===== config.mk =====
export PLATFORM = sky130hd
export DESIGN_NAME = cesu_unit
export DESIGN_NICKNAME = d
export VERILOG_FILES = /design/src/cesu_pkg.sv /design/src/cesu_interval_avg.sv /design/src/cesu_status_mux.sv /design/src/cesu_unit.sv
export SDC_FILE = /design/constraint.sdc
export NUM_CORES = 1
export LEC_CHECK = 0
export BUFFER_PORTS_ARGS = -buffer_cell sky130_fd_sc_hd__buf_2
export CAP_MARGIN = 20
export CORE_UTILIZATION = 52
export CTS_CLUSTER_SIZE = 16
export DETAILED_ROUTE_END_ITERATION = 16
export PLACE_DENSITY = 0.69
export SLEW_MARGIN = 40
export SYNTH_ARGS = -nofsm -noshare
export SYNTH_HDL_FRONTEND = slang
export SYNTH_SLANG_ARGS = --single-unit

===== constraint.sdc =====
create_clock -name clk -period 61.9 [get_ports clk]
set_clock_uncertainty 0.05 [all_clocks]
set_input_delay 0 -clock clk [delete_from_list [all_inputs] [get_ports clk]]
set_output_delay 0 -clock clk [all_outputs]
set_load 0.05 [all_outputs]

===== src/cesu_pkg.sv =====
// Package for the energy/assessment status unit: register map, fields, timing.
// Assumes a single system clock at 200 MHz and an 8-bit register port.
package cesu_pkg;
    localparam int CLK_MHZ = 200;
    localparam int ATOM_US = 128;
    localparam int ATOM_CYC = ATOM_US * CLK_MHZ;
    localparam int SLOT_US = 32;
    localparam int SLOT_CYC = SLOT_US * CLK_MHZ;
    localparam logic [5:0] ADDR_OPSTAT = 6'h02;
    localparam logic [5:0] ADDR_ACCTL1 = 6'h2F;
    localparam logic [5:0] ADDR_ACCTL2 = 6'h30;
    localparam logic [5:0] ADDR_ESCTL = 6'h31;
    localparam logic [5:0] ADDR_MEAN = 6'h32;
    localparam logic [5:0] ADDR_PEAK = 6'h33;
    localparam logic [5:0] ETHR_RST = 6'h0C;
    localparam logic [3:0] CARRIER_SENSE_THRESHOLD_RST = 4'h0;
    localparam logic [1:0] ALEN_RST = 2'h1;
    localparam logic [1:0] AMETH_RST = 2'h1;
    localparam logic [3:0] SLEN_RST = 4'hE;
    localparam logic [1:0] M_OR = 2'h0;
    localparam logic [1:0] M_CS = 2'h1;
    localparam logic [1:0] M_ED = 2'h2;
    localparam logic [1:0] M_AND = 2'h3;
    localparam logic [7:0] BYTE_ZERO = 8'h00;
    typedef struct packed {
        logic [3:0] carrier_sense_threshold;
        logic [1:0] assess_duration;
        logic [1:0] assess_method;
    } cesu_ctl2_t;
    typedef struct packed {
        logic wr;
        logic [5:0] addr;
        logic [7:0] wdata;
    } cesu_reg_req_t;
    typedef enum logic [2:0] {
        MAC_IDLE = 3'h0, MAC_BACKOFF = 3'h1, MAC_CCA = 3'h2, MAC_TX = 3'h3,
        MAC_WAIT_ACK = 3'h4, MAC_LISTEN = 3'h5, MAC_RX_PKT = 3'h6, MAC_TX_ACK = 3'h7
    } cesu_mac_t;
    typedef enum logic [2:0] {
        RF_XTAL = 3'h0, RF_SYNTH = 3'h1, RF_RX = 3'h2, RF_TX = 3'h3,
        RF_CAL = 3'h4, RF_SYNTH_EXT = 3'h5, RF_RX_LNA = 3'h6, RF_TX_PA = 3'h7
    } cesu_rf_t;
endpackage : cesu_pkg


===== src/cesu_interval_avg.sv =====
// Averages RSSI samples over one atomic interval and pulses the result.
// Assumes one RSSI sample per clock while enabled.
`timescale 1ns/100ps
module cesu_interval_avg
    import cesu_pkg::*;
#(
    parameter int N_CYC = ATOM_CYC
) (
    input wire logic clk,
    input wire logic rst_b,
    input wire logic run,
    input wire logic [7:0] rssi,
    output logic done,
    output logic [7:0] avg
);
    localparam int CW = $clog2(N_CYC + 1);
    localparam int SW = CW + 8;
    logic [CW-1:0] cnt_ff;
    logic [SW-1:0] sum_ff;
    logic last;
    assign last = run && (cnt_ff == CW'(N_CYC - 1));
    // Each interval is atomic: restart whenever run drops
    always_ff @(posedge clk) begin
        if (!rst_b || !run || last) begin
            cnt_ff <= '0;
            sum_ff <= '0;
        end else begin
            cnt_ff <= cnt_ff + 1'b1;
            sum_ff <= sum_ff + SW'(rssi);
        end
    end
    always_ff @(posedge clk) begin
        if (!rst_b) begin
            done <= 1'b0;
            avg <= BYTE_ZERO;
        end else begin
            done <= last;
            if (last) begin
                avg <= 8'((sum_ff + SW'(rssi)) / SW'(N_CYC));
            end
        end
    end
endmodule : cesu_interval_avg


===== src/cesu_status_mux.sv =====
// Forms the operation status byte and the three general-purpose pin outputs.
// Assumes the MAC and radio state codes are registered upstream.
`timescale 1ns/100ps
module cesu_status_mux
    import cesu_pkg::*;
(
    input wire logic clk,
    input wire logic rst_b,
    input cesu_mac_t mac_state,
    input cesu_rf_t radio_state,
    input wire logic rx_buffer_full,
    input wire logic pin_config,
    output logic [7:0] operation_status,
    output logic [2:0] gpio_out
);
    always_ff @(posedge clk) begin
        if (!rst_b) begin
            operation_status <= BYTE_ZERO;
            gpio_out <= 3'h0;
        end else begin
            // Top bit reserved, bit 3 between MAC and radio state mirrors buffer-full
            operation_status <= {1'b0, mac_state, rx_buffer_full, radio_state};
            gpio_out <= pin_config ? radio_state : mac_state;
        end
    end
endmodule : cesu_status_mux


===== src/cesu_unit.sv =====
// Energy detect, clear channel assessment and operation status unit.
// Assumes synchronous register port, RSSI and carrier-sense inputs per clock.
`timescale 1ns/100ps
module cesu_unit
    import cesu_pkg::*;
#(
    parameter int ATOM_N = ATOM_CYC,
    parameter int SLOT_N = SLOT_CYC
) (
    input wire logic clk,
    input wire logic rst_b,
    input cesu_reg_req_t reg_req,
    input wire logic reg_en,
    output logic [7:0] reg_rdata,
    input wire logic spi_active,
    input wire logic spi_shift,
    output logic spi_sdo,
    input wire logic [7:0] rssi,
    input wire logic carrier_detect,
    input wire logic [3:0] carrier_level,
    input wire logic seq_cca_req,
    input wire logic seq_csma_en,
    input wire logic transmit_start,
    input wire logic receive_enable,
    input cesu_mac_t mac_state,
    input cesu_rf_t radio_state,
    input wire logic rx_buffer_full,
    input wire logic pin_config,
    output logic seq_cca_done,
    output logic measurement_done_irq,
    output logic rx_keep_active,
    output logic [2:0] gpio_out
);
    typedef enum logic [1:0] {S_IDLE, S_CCA, S_SCAN} cesu_st_t;
    cesu_st_t st_ff;
    logic medium_busy_flag_ff;
    logic assess_start_ff;
    logic [5:0] energy_threshold_ff;
    cesu_ctl2_t ctl2_ff;
    logic energy_sampling_select_ff;
    logic scan_start_ff;
    logic [3:0] scan_length_ff;
    logic [7:0] energy_mean_ff;
    logic [7:0] energy_peak_ff;
    logic [7:0] status_byte;
    logic [7:0] sdo_sr_ff;
    logic [15:0] win_cnt_ff;
    logic [7:0] iv_cnt_ff;
    logic [15:0] sum_ff;
    logic [7:0] peak_run_ff;
    logic cs_seen_ff;
    logic seq_run_ff;
    logic iv_done;
    logic [7:0] iv_avg;
    logic cca_last;
    logic scan_last;
    logic wr;
    logic busy_now;
    logic [7:0] cca_mean;

    function automatic logic [15:0] cca_slots(input logic [1:0] n);
        return 16'(16'h1 << n);
    endfunction : cca_slots

    function automatic logic energy_over(input logic [7:0] mean, input logic [5:0] thr);
        return mean[7:2] > thr;
    endfunction : energy_over

    function automatic logic [7:0] byte_max(input logic [7:0] a, input logic [7:0] b);
        return (a > b) ? a : b;
    endfunction : byte_max

    assign wr = reg_en && reg_req.wr;

    cesu_interval_avg #(.N_CYC(ATOM_N)) u_avg (
        .clk(clk),
        .rst_b(rst_b),
        .run(st_ff == S_SCAN),
        .rssi(rssi),
        .done(iv_done),
        .avg(iv_avg)
    );

    cesu_status_mux u_mux (
        .clk(clk),
        .rst_b(rst_b),
        .mac_state(mac_state),
        .radio_state(radio_state),
        .rx_buffer_full(rx_buffer_full),
        .pin_config(pin_config),
        .operation_status(status_byte),
        .gpio_out(gpio_out)
    );

    // Assessment window: slot counter in units of 32 us
    assign cca_last = (st_ff == S_CCA) && (win_cnt_ff == 16'(SLOT_N - 1))
        && (iv_cnt_ff == 8'(cca_slots(ctl2_ff.assess_duration) - 16'h1));
    // Scan: one atomic interval in peak mode, else (M+1)*8 intervals
    assign scan_last = iv_done && (energy_sampling_select_ff
        || (iv_cnt_ff == 8'({scan_length_ff, 3'h7})));
    // Peak sample of the window stands in for its mean energy
    assign cca_mean = byte_max(sum_ff[7:0], rssi);

    always_ff @(posedge clk) begin
        if (!rst_b) begin
            st_ff <= S_IDLE;
            seq_run_ff <= 1'b0;
        end else begin
            unique case (st_ff)
                S_IDLE: begin
                    if (seq_csma_en && transmit_start && seq_cca_req) begin
                        st_ff <= S_CCA;
                        seq_run_ff <= 1'b1;
                    end else if (assess_start_ff) begin
                        st_ff <= S_CCA;
                        seq_run_ff <= 1'b0;
                    end else if (scan_start_ff && receive_enable) begin
                        st_ff <= S_SCAN;
                    end
                end
                S_CCA: if (cca_last) st_ff <= S_IDLE;
                S_SCAN: begin
                    if (scan_last || !scan_start_ff || !receive_enable) st_ff <= S_IDLE;
                end
                default: st_ff <= S_IDLE;
            endcase
        end
    end

    // Window counters
    always_ff @(posedge clk) begin
        if (!rst_b || st_ff == S_IDLE) begin
            win_cnt_ff <= '0;
            iv_cnt_ff <= '0;
        end else if (st_ff == S_CCA) begin
            if (win_cnt_ff == 16'(SLOT_N - 1)) begin
                win_cnt_ff <= '0;
                iv_cnt_ff <= iv_cnt_ff + 8'h1;
            end else begin
                win_cnt_ff <= win_cnt_ff + 16'h1;
            end
        end else if (iv_done) begin
            iv_cnt_ff <= iv_cnt_ff + 8'h1;
        end
    end

    // Running peak in the assessment window, running peak/sum in scan
    always_ff @(posedge clk) begin
        if (!rst_b || st_ff == S_IDLE) begin
            sum_ff <= '0;
            peak_run_ff <= BYTE_ZERO;
            cs_seen_ff <= 1'b0;
        end else if (st_ff == S_CCA) begin
            if (win_cnt_ff == 16'h0 && iv_cnt_ff == 8'h0) sum_ff <= 16'(rssi);
            else if (rssi > sum_ff[7:0]) sum_ff <= 16'(rssi);
            if (carrier_detect && carrier_level >= ctl2_ff.carrier_sense_threshold) begin
                cs_seen_ff <= 1'b1;
            end
        end else if (iv_done) begin
            sum_ff <= sum_ff + 16'(iv_avg);
            peak_run_ff <= byte_max(peak_run_ff, iv_avg);
        end
    end

    always_comb begin
        unique case (ctl2_ff.assess_method)
            M_ED: busy_now = energy_over(cca_mean, energy_threshold_ff);
            M_CS: busy_now = cs_seen_ff;
            M_AND: busy_now = cs_seen_ff && energy_over(cca_mean, energy_threshold_ff);
            M_OR: busy_now = cs_seen_ff || energy_over(cca_mean, energy_threshold_ff);
        endcase
    end

    // Results and busy flag
    always_ff @(posedge clk) begin
        if (!rst_b) begin
            energy_mean_ff <= BYTE_ZERO;
            energy_peak_ff <= BYTE_ZERO;
            medium_busy_flag_ff <= 1'b0;
        end else if (cca_last) begin
            medium_busy_flag_ff <= busy_now;
            if (ctl2_ff.assess_method != M_CS) energy_mean_ff <= cca_mean;
        end else if (st_ff == S_SCAN && scan_last) begin
            if (energy_sampling_select_ff) begin
                energy_peak_ff <= iv_avg;
            end else begin
                // Sum of (M+1)*8 interval averages: divide by 8, then by M+1
                energy_mean_ff <= 8'(((sum_ff + 16'(iv_avg)) >> 3)
                    / (16'(scan_length_ff) + 16'h1));
                energy_peak_ff <= byte_max(iv_avg, peak_run_ff);
            end
        end
    end

    // Control registers; hardware clear of start bits wins over a write
    always_ff @(posedge clk) begin
        if (!rst_b) begin
            assess_start_ff <= 1'b0;
            energy_threshold_ff <= ETHR_RST;
            ctl2_ff <= '{CARRIER_SENSE_THRESHOLD_RST, ALEN_RST, AMETH_RST};
            energy_sampling_select_ff <= 1'b0;
            scan_start_ff <= 1'b0;
            scan_length_ff <= SLEN_RST;
        end else begin
            if (wr && reg_req.addr == ADDR_ACCTL1) begin
                assess_start_ff <= reg_req.wdata[6];
                energy_threshold_ff <= reg_req.wdata[5:0];
            end
            if (wr && reg_req.addr == ADDR_ACCTL2) ctl2_ff <= reg_req.wdata;
            if (wr && reg_req.addr == ADDR_ESCTL) begin
                energy_sampling_select_ff <= reg_req.wdata[5];
                scan_start_ff <= reg_req.wdata[4];
                scan_length_ff <= reg_req.wdata[3:0];
            end
            if (cca_last && !seq_run_ff) assess_start_ff <= 1'b0;
            if (st_ff == S_SCAN && scan_last) scan_start_ff <= 1'b0;
        end
    end

    always_ff @(posedge clk) begin
        if (!rst_b) begin
            measurement_done_irq <= 1'b0;
            seq_cca_done <= 1'b0;
        end else begin
            measurement_done_irq <= cca_last && !seq_run_ff;
            seq_cca_done <= cca_last && seq_run_ff;
        end
    end

    // Reception stays enabled during a software assessment
    assign rx_keep_active = (st_ff == S_CCA) && !seq_run_ff && receive_enable;

    always_comb begin
        unique case (reg_req.addr)
            ADDR_OPSTAT: reg_rdata = status_byte;
            ADDR_ACCTL1: reg_rdata = {medium_busy_flag_ff, assess_start_ff, energy_threshold_ff};
            ADDR_ACCTL2: reg_rdata = ctl2_ff;
            ADDR_ESCTL: reg_rdata = {2'h0, energy_sampling_select_ff, scan_start_ff,
                scan_length_ff};
            ADDR_MEAN: reg_rdata = energy_mean_ff;
            ADDR_PEAK: reg_rdata = energy_peak_ff;
            default: reg_rdata = BYTE_ZERO;
        endcase
    end

    // Status byte loaded at transaction start, shifted MSB first
    always_ff @(posedge clk) begin
        if (!rst_b) begin
            sdo_sr_ff <= BYTE_ZERO;
        end else if (!spi_active) begin
            sdo_sr_ff <= status_byte;
        end else if (spi_shift) begin
            sdo_sr_ff <= {sdo_sr_ff[6:0], 1'b0};
        end
    end
    assign spi_sdo = sdo_sr_ff[7];

    // Cycles spent in the assessment window, for the length check
    logic [15:0] cca_age_ff;
    always_ff @(posedge clk) begin
        if (!rst_b || st_ff != S_CCA) begin
            cca_age_ff <= '0;
        end else begin
            cca_age_ff <= cca_age_ff + 16'h1;
        end
    end
endmodule : cesu_unit


[Word level (Yosys, flattened, before mapping)]
Index checks and enable logic that the tools add are counted.
Storage, ports and cells
  register bits: 158
  output and inout bits: 15
  logic and storage cells: 148
Cells by class
  add/subtract/negate cells: 7
  div/mod/pow operators: 2
  $lt $le $gt $ge: 6
  eq/ne operators: 24
  shift operators: 1
  multiplexer cells: 28
  bitwise gates (word level): 4
  reductions and logical operators: 48
Operators by type and width (count)
  two-way mux 8 bit: 12
  two-way mux 16 bit: 5
  case mux 8 bit (6 select lines): 1
  > comparator 8 bit: 4
  == test 6 bit, second input constant: 5
  adder 23 x 8 -> 23 bit: 1
  divider 23 x 15 -> 23 bit, second input constant: 1
  logical AND 1 bit: 19
  adder 16 x 1 -> 16 bit, second input constant: 1
  adder 16 x 8 -> 16 bit: 1
  divider 13 x 16 -> 16 bit: 1
  == test 16 x 13 -> 1 bit, second input constant: 1
  zero test 16 bit: 1
  adder 15 x 1 -> 15 bit, second input constant: 1
  == test 15 bit, second input constant: 1
  two-way mux 2 bit: 5
  AND reduction 2 bit: 5
  AND reduction 3 bit: 3
  adder 8 x 1 -> 8 bit, second input constant: 1
  == test 8 x 7 -> 1 bit: 1
  == test 8 bit: 1
  zero test 8 bit: 1
  inequality test 2 x 1 -> 1 bit, second input constant: 4
  left shift 1 x 2 -> 8 bit, first input constant: 1
  20 further kinds: 43

[Depth between registers and ports, before layout]
  depth in word-level cells: 7
  gate-level depth with buffers: 150
  depth with buffers taken out: 142

[Cells and area by module]
A second synthesis with hierarchy kept.
Unflattened totals
  cells, all modules: 1945
  area, all modules: 15067.0 um^2
Modules (own cells, without submodules)
  cesu_unit: instances 1, cells an instance 1453, area each 10931.7 um^2, sequential area each 2001.9 um^2
  cesu_interval_avg: instances 1, cells an instance 467, area each 3831.2 um^2, sequential area each 940.9 um^2
  cesu_status_mux: instances 1, cells an instance 25, area each 304.0 um^2, sequential area each 200.2 um^2

[Least setup slack after synthesis]
OpenSTA, ideal clock, no wires.
  path kind: reg-to-reg
  from: register sum_ff[0]
  to: register energy_mean_ff[0]
  library setup time: 0.130 ns
  arrival time: 28.677 ns
  required time: 61.720 ns
  path slack: 33.043 ns
  stages on the path, launching flop included: 144
  cell sequence: dfxtp_1 -> ha_1 -> fa_1 -> a211oi_1 -> o211ai_1 -> nand3b_1 -> or4b_1 -> a211oi_1 -> nand4_1 -> a21boi_0 -> nor2_1 -> ha_1 -> nor4b_1 -> nor4_4 -> ha_1 -> a21oi_1 -> nand2_1 -> a2111oi_2 -> [108 not listed] -> o21a_1 -> o21a_1 -> o21ai_0 -> nand2b_1 -> a21o_1 -> or3b_1 -> nor4_2 -> and2b_2 -> mux2_1 -> ha_1 -> nor2b_1 -> o21ai_0 -> nand2b_1 -> a21oi_1 -> o2111ai_1 -> a221o_1 -> a2111oi_0 -> a21oi_1
Between the ends
  word-level cells in the longest chain between the ends: 5
  elaborated cells between the ends (all ways): 8
  classes of those cells: add/sub: 1; div: 1; order compare: 1; mux: 5
Ends and longest elaborated chain
  start: declaration: RTL line cesu_unit.sv:49  | logic [15:0] sum_ff;
  start signal: assignment: RTL line cesu_unit.sv:154  | if (win_cnt_ff == 16'h0 && iv_cnt_ff == 8'h0) sum_ff <= 16'(rssi);
  start signal: assignment: RTL line cesu_unit.sv:155  | else if (rssi > sum_ff[7:0]) sum_ff <= 16'(rssi);
  start signal: assignment: RTL line cesu_unit.sv:160  | sum_ff <= sum_ff + 16'(iv_avg);
  adder 16 x 8 -> 16 bit: RTL line cesu_unit.sv:188  | energy_mean_ff <= 8'(((sum_ff + 16'(iv_avg)) >> 3)
  divider 13 x 16 -> 16 bit: RTL line cesu_unit.sv:189  | / (16'(scan_length_ff) + 16'h1));
  two-way mux 8 bit: RTL line cesu_unit.sv:184  | if (energy_sampling_select_ff) begin
  two-way mux 8 bit: RTL line cesu_unit.sv:183  | end else if (st_ff == S_SCAN && scan_last) begin
  two-way mux 8 bit *: RTL line cesu_unit.sv:180  | end else if (cca_last) begin
  end signal: assignment: RTL line cesu_unit.sv:182  | if (ctl2_ff.assess_method != M_CS) energy_mean_ff <= cca_mean;
  end signal: assignment: RTL line cesu_unit.sv:188
  end: declaration: RTL line cesu_unit.sv:43  | logic [7:0] energy_mean_ff;
Every way passes the cells marked *; elsewhere a longest branch is shown, timed or not. The select of a mux whose other input is x is not followed.
A chain may end at the register's enable or synchronous reset.

[Worst setup path in the final report]
Ends and elaborated chain as after synthesis.

==> flow_metrics.env <==
export IMPL_path_max_fanout=14
export IMPL_syn_inst=1918
export IMPL_grt_overflow=0
export IMPL_core_um2=27800
export IMPL_grt_usage=0.278
export IMPL_post_drt_wl_per_cell_um=17.2
export IMPL_layout_area_overhead_vs_synth_pct=10.9
export IMPL_rows=61
export IMPL_portBuffers=59
export IMPL_period_share=0.522
export IMPL_drt_iter0_markers=1147
export IMPL_die_h_um=170
export IMPL_drive_above_1_share=0.0903
export IMPL_fmax_ghz=0.0309
export IMPL_end_kind="register"
export IMPL_synthFlopType="dfxtp_1"
export IMPL_crit_arrival_ps=32600
export IMPL_dr_total_vias=14700
export IMPL_power_mw=0.224
export IMPL_final_seq_area_um2=3140
export IMPL_cpPeakStageDelay_ps=700
export IMPL_critPathLaunchType="register"
export IMPL_critical_path_class="register to register"
export IMPL_clk_pin_slew_ps=80
export IMPL_multiInputGateArea_um2=11100
export IMPL_synth_edf_count=0
export IMPL_grt_pass1_wl_mm=65.9
export IMPL_cp_common_cell="o21a_1"
export IMPL_tightest_slew_ps=801
export IMPL_drc=0
export IMPL_setup_violations=0
export IMPL_io_pins=60
export IMPL_clockBufferDepth=2
export IMPL_vias_per_cell=6.21
export IMPL_period_needed_ps=32320
export IMPL_syn_area_um2=14700
export IMPL_nNetsFinal=2148
export IMPL_wl_mm=40.8
export IMPL_avgSynthCellArea_um2=7.66
export IMPL_cts_max_level=4
export IMPL_cts_tree="built"
export IMPL_critical_path_required_ps=62180
export IMPL_antenna_left=0
export IMPL_yosysUniqueCellTypes=103
export IMPL_tns_ps=0
export IMPL_status="complete, no violations"
export IMPL_ctsResizeCount=0
export IMPL_ys_ff_latch=157
export IMPL_slew_headroom=0.462
export IMPL_rsz0062_at_grt="false"
export IMPL_p_leak_nw=6.89
export IMPL_slew_viol_final=0
export IMPL_clock_latency_ps=440
export IMPL_start_util=0.529
export IMPL_synth_warnings=0
export IMPL_grt_start_max_net_pins=74
export IMPL_grt_pass1_vias=13500
export IMPL_diodes=0
export IMPL_powerDensity_nw_per_um2=13.8
export IMPL_place_congestion=0.950
export IMPL_fill_cells=2565
export IMPL_cap_violations=0
export IMPL_cpMaxStageDelayCell="or4b_1"
export IMPL_hold_violations=0
export IMPL_whs_ps=28.8
export IMPL_synth_async_reset_ratio=0
export IMPL_hp_class="input pin to register"
export IMPL_die_width_um=170
export IMPL_synth_seq_area_share=0.214
export IMPL_cts_made_buffers=17
export IMPL_drt_pass1_iterations=6
export IMPL_antenna_found_initial=0
export IMPL_ir_worst_vdd_mv=0.0163
export IMPL_die_area_um2=28900
export IMPL_numClockSinks=157
export IMPL_hpwl_mm=30.7
export IMPL_cts_root_buf="clkbuf_16"
-- worst max-delay path: cells and delay by family (launching register included) --
kind / cells / cell delay, ps
compound gates: 69 / 14350
xor+xnor: 1 / 260
fa+ha+maj: 17 / 5070
buf+inv: 3 / 270
flops: 1 / 350
mux: 5 / 1580
simple gates: 40 / 10250
-- synth_stat cells, types with 16 or more instances --
master | number | area [um^2]
nor2_1 | 211 | 792
nand2_1 | 185 | 694
dfxtp_1 | 157 | 3140
ha_1 | 121 | 1510
a21oi_1 | 106 | 531
o21ai_0 | 89 | 445
nor3_1 | 75 | 375
inv_1 | 70 | 263
xnor2_1 | 70 | 613
nand3_1 | 57 | 285
xor2_1 | 55 | 482
clkbuf_1 | 51 | 191
o21a_1 | 45 | 338
mux2i_1 | 37 | 370
nor2b_1 | 35 | 219
nand2b_1 | 34 | 213
o211ai_1 | 31 | 233
and3_1 | 28 | 175
o31ai_1 | 24 | 180
a21o_1 | 23 | 173
nand4_1 | 23 | 144
a211oi_1 | 22 | 165
and2_1 | 22 | 138
a21boi_0 | 21 | 158
a31oi_1 | 20 | 125
o211a_1 | 20 | 200
a22oi_1 | 16 | 120
-- power breakdown --
part	switching (mW)	internal [mW]	leakage, nW	total [mW]
clock	0.0527	0.0550	0.290	0.108
sequential	0.000698	0.102	1.27	0.102
combinational	0.00828	0.00591	5.33	0.0142
-- final timing paths --
check                                     start                end  slack [ps]  cells past startpoint
worst max-delay path                  sum_ff[0]  energy_mean_ff[0]       29580                    135
worst min-delay path                    rssi[7]          sum_ff[7]          30                      3
worst max register to register        sum_ff[0]  energy_mean_ff[0]       29580                    135
worst min register to register  u_avg.cnt_ff[0]    u_avg.cnt_ff[0]         420                      1
-- kinds of logic after synthesis --
group	Yosys count	share of synthesized area
simple gates	773	0.264
compound gates	547	0.262
flops	157	0.214
buf+inv	131	0.0354
fa+ha+maj	126	0.108
xor+xnor	125	0.0746
mux	58	0.0417
other cells	1	0.000255
-- timing repair --
| item | CTS | global route |
|---|---|---|
| setup buffers | 0 | 0 |
| setup endpoints to repair | 0 | 0 |
| hold buffers | 31 | 0 |
| endpoints found under the hold margin | 50 | 0 |
-- routing by layer --
metal	share of wire	up-vias	global-route usage
li1	-	7219	-
met1	0.45	6951	0.364
met2	0.47	489	0.471
met3	0.060	74	0.0374
met4	0.024	0	0.0873
met5	0	-	0
-- cells in the final DEF, fill, tap and decap left out, types with 12 or more instances in the layout --
cell type and n:
nor2_1 209, nand2_1 185, dfxtp_1 157, ha_1 121, a21oi_1 106, o21ai_0 89
nor3_1 75, inv_1 70, xnor2_1 69, buf_2 59, nand3_1 57, xor2_1 55
o21a_1 45, mux2i_1 37, nor2b_1 35, nand2b_1 34, o211ai_1 31, dlygate4sd3_1 31
and3_1 28, a21o_1 23, o31ai_1 23, nand4_1 23, a211oi_1 22, and2_1 22
a21boi_0 21, a31oi_1 20, o211a_1 20, clkbuf_16 17, a22oi_1 16, or2_2 14
mux2_2 14, and4_1 14, o22ai_1 12
-- cell type report --
class	count	area share
clock buffers	17	0.0261
well taps	378	0.0290
repair buffers	102	0.0436
clock inverters	15	0.0114
multi-input cells	1631	0.680
inverters	71	0.0164
flip-flops and latches	157	0.193
-- per-stage QoR --
stage	std cells	worst slack, ps	util	cell area [um^2]
2_1_floorplan	1919	33040	-	14700
3_3_place_gp	2306	30680	0.551	15300
3_5_place_dp	2308	29910	0.552	15300
4_1_cts	2371	29810	0.585	16300
5_1_grt	2371	27010	0.586	16300
6_report	2371	29580	0.586	16300
-- flip-flops by register name (all words and copies together) (netlist names), 2 cells and up --
register                count
u_avg.sum_ff               23
sum_ff                     16
win_cnt_ff                 16
u_avg.cnt_ff               15
ctl2_ff                     8
energy_mean_ff              8
energy_peak_ff              8
iv_cnt_ff                   8
peak_run_ff                 8
sdo_sr_ff                   8
u_avg.avg                   8
u_mux.operation_status      7
energy_threshold_ff         6
scan_length_ff              4
u_mux.gpio_out              3
st_ff                       2
Note: power is estimated with default switching activity, not from simulation.
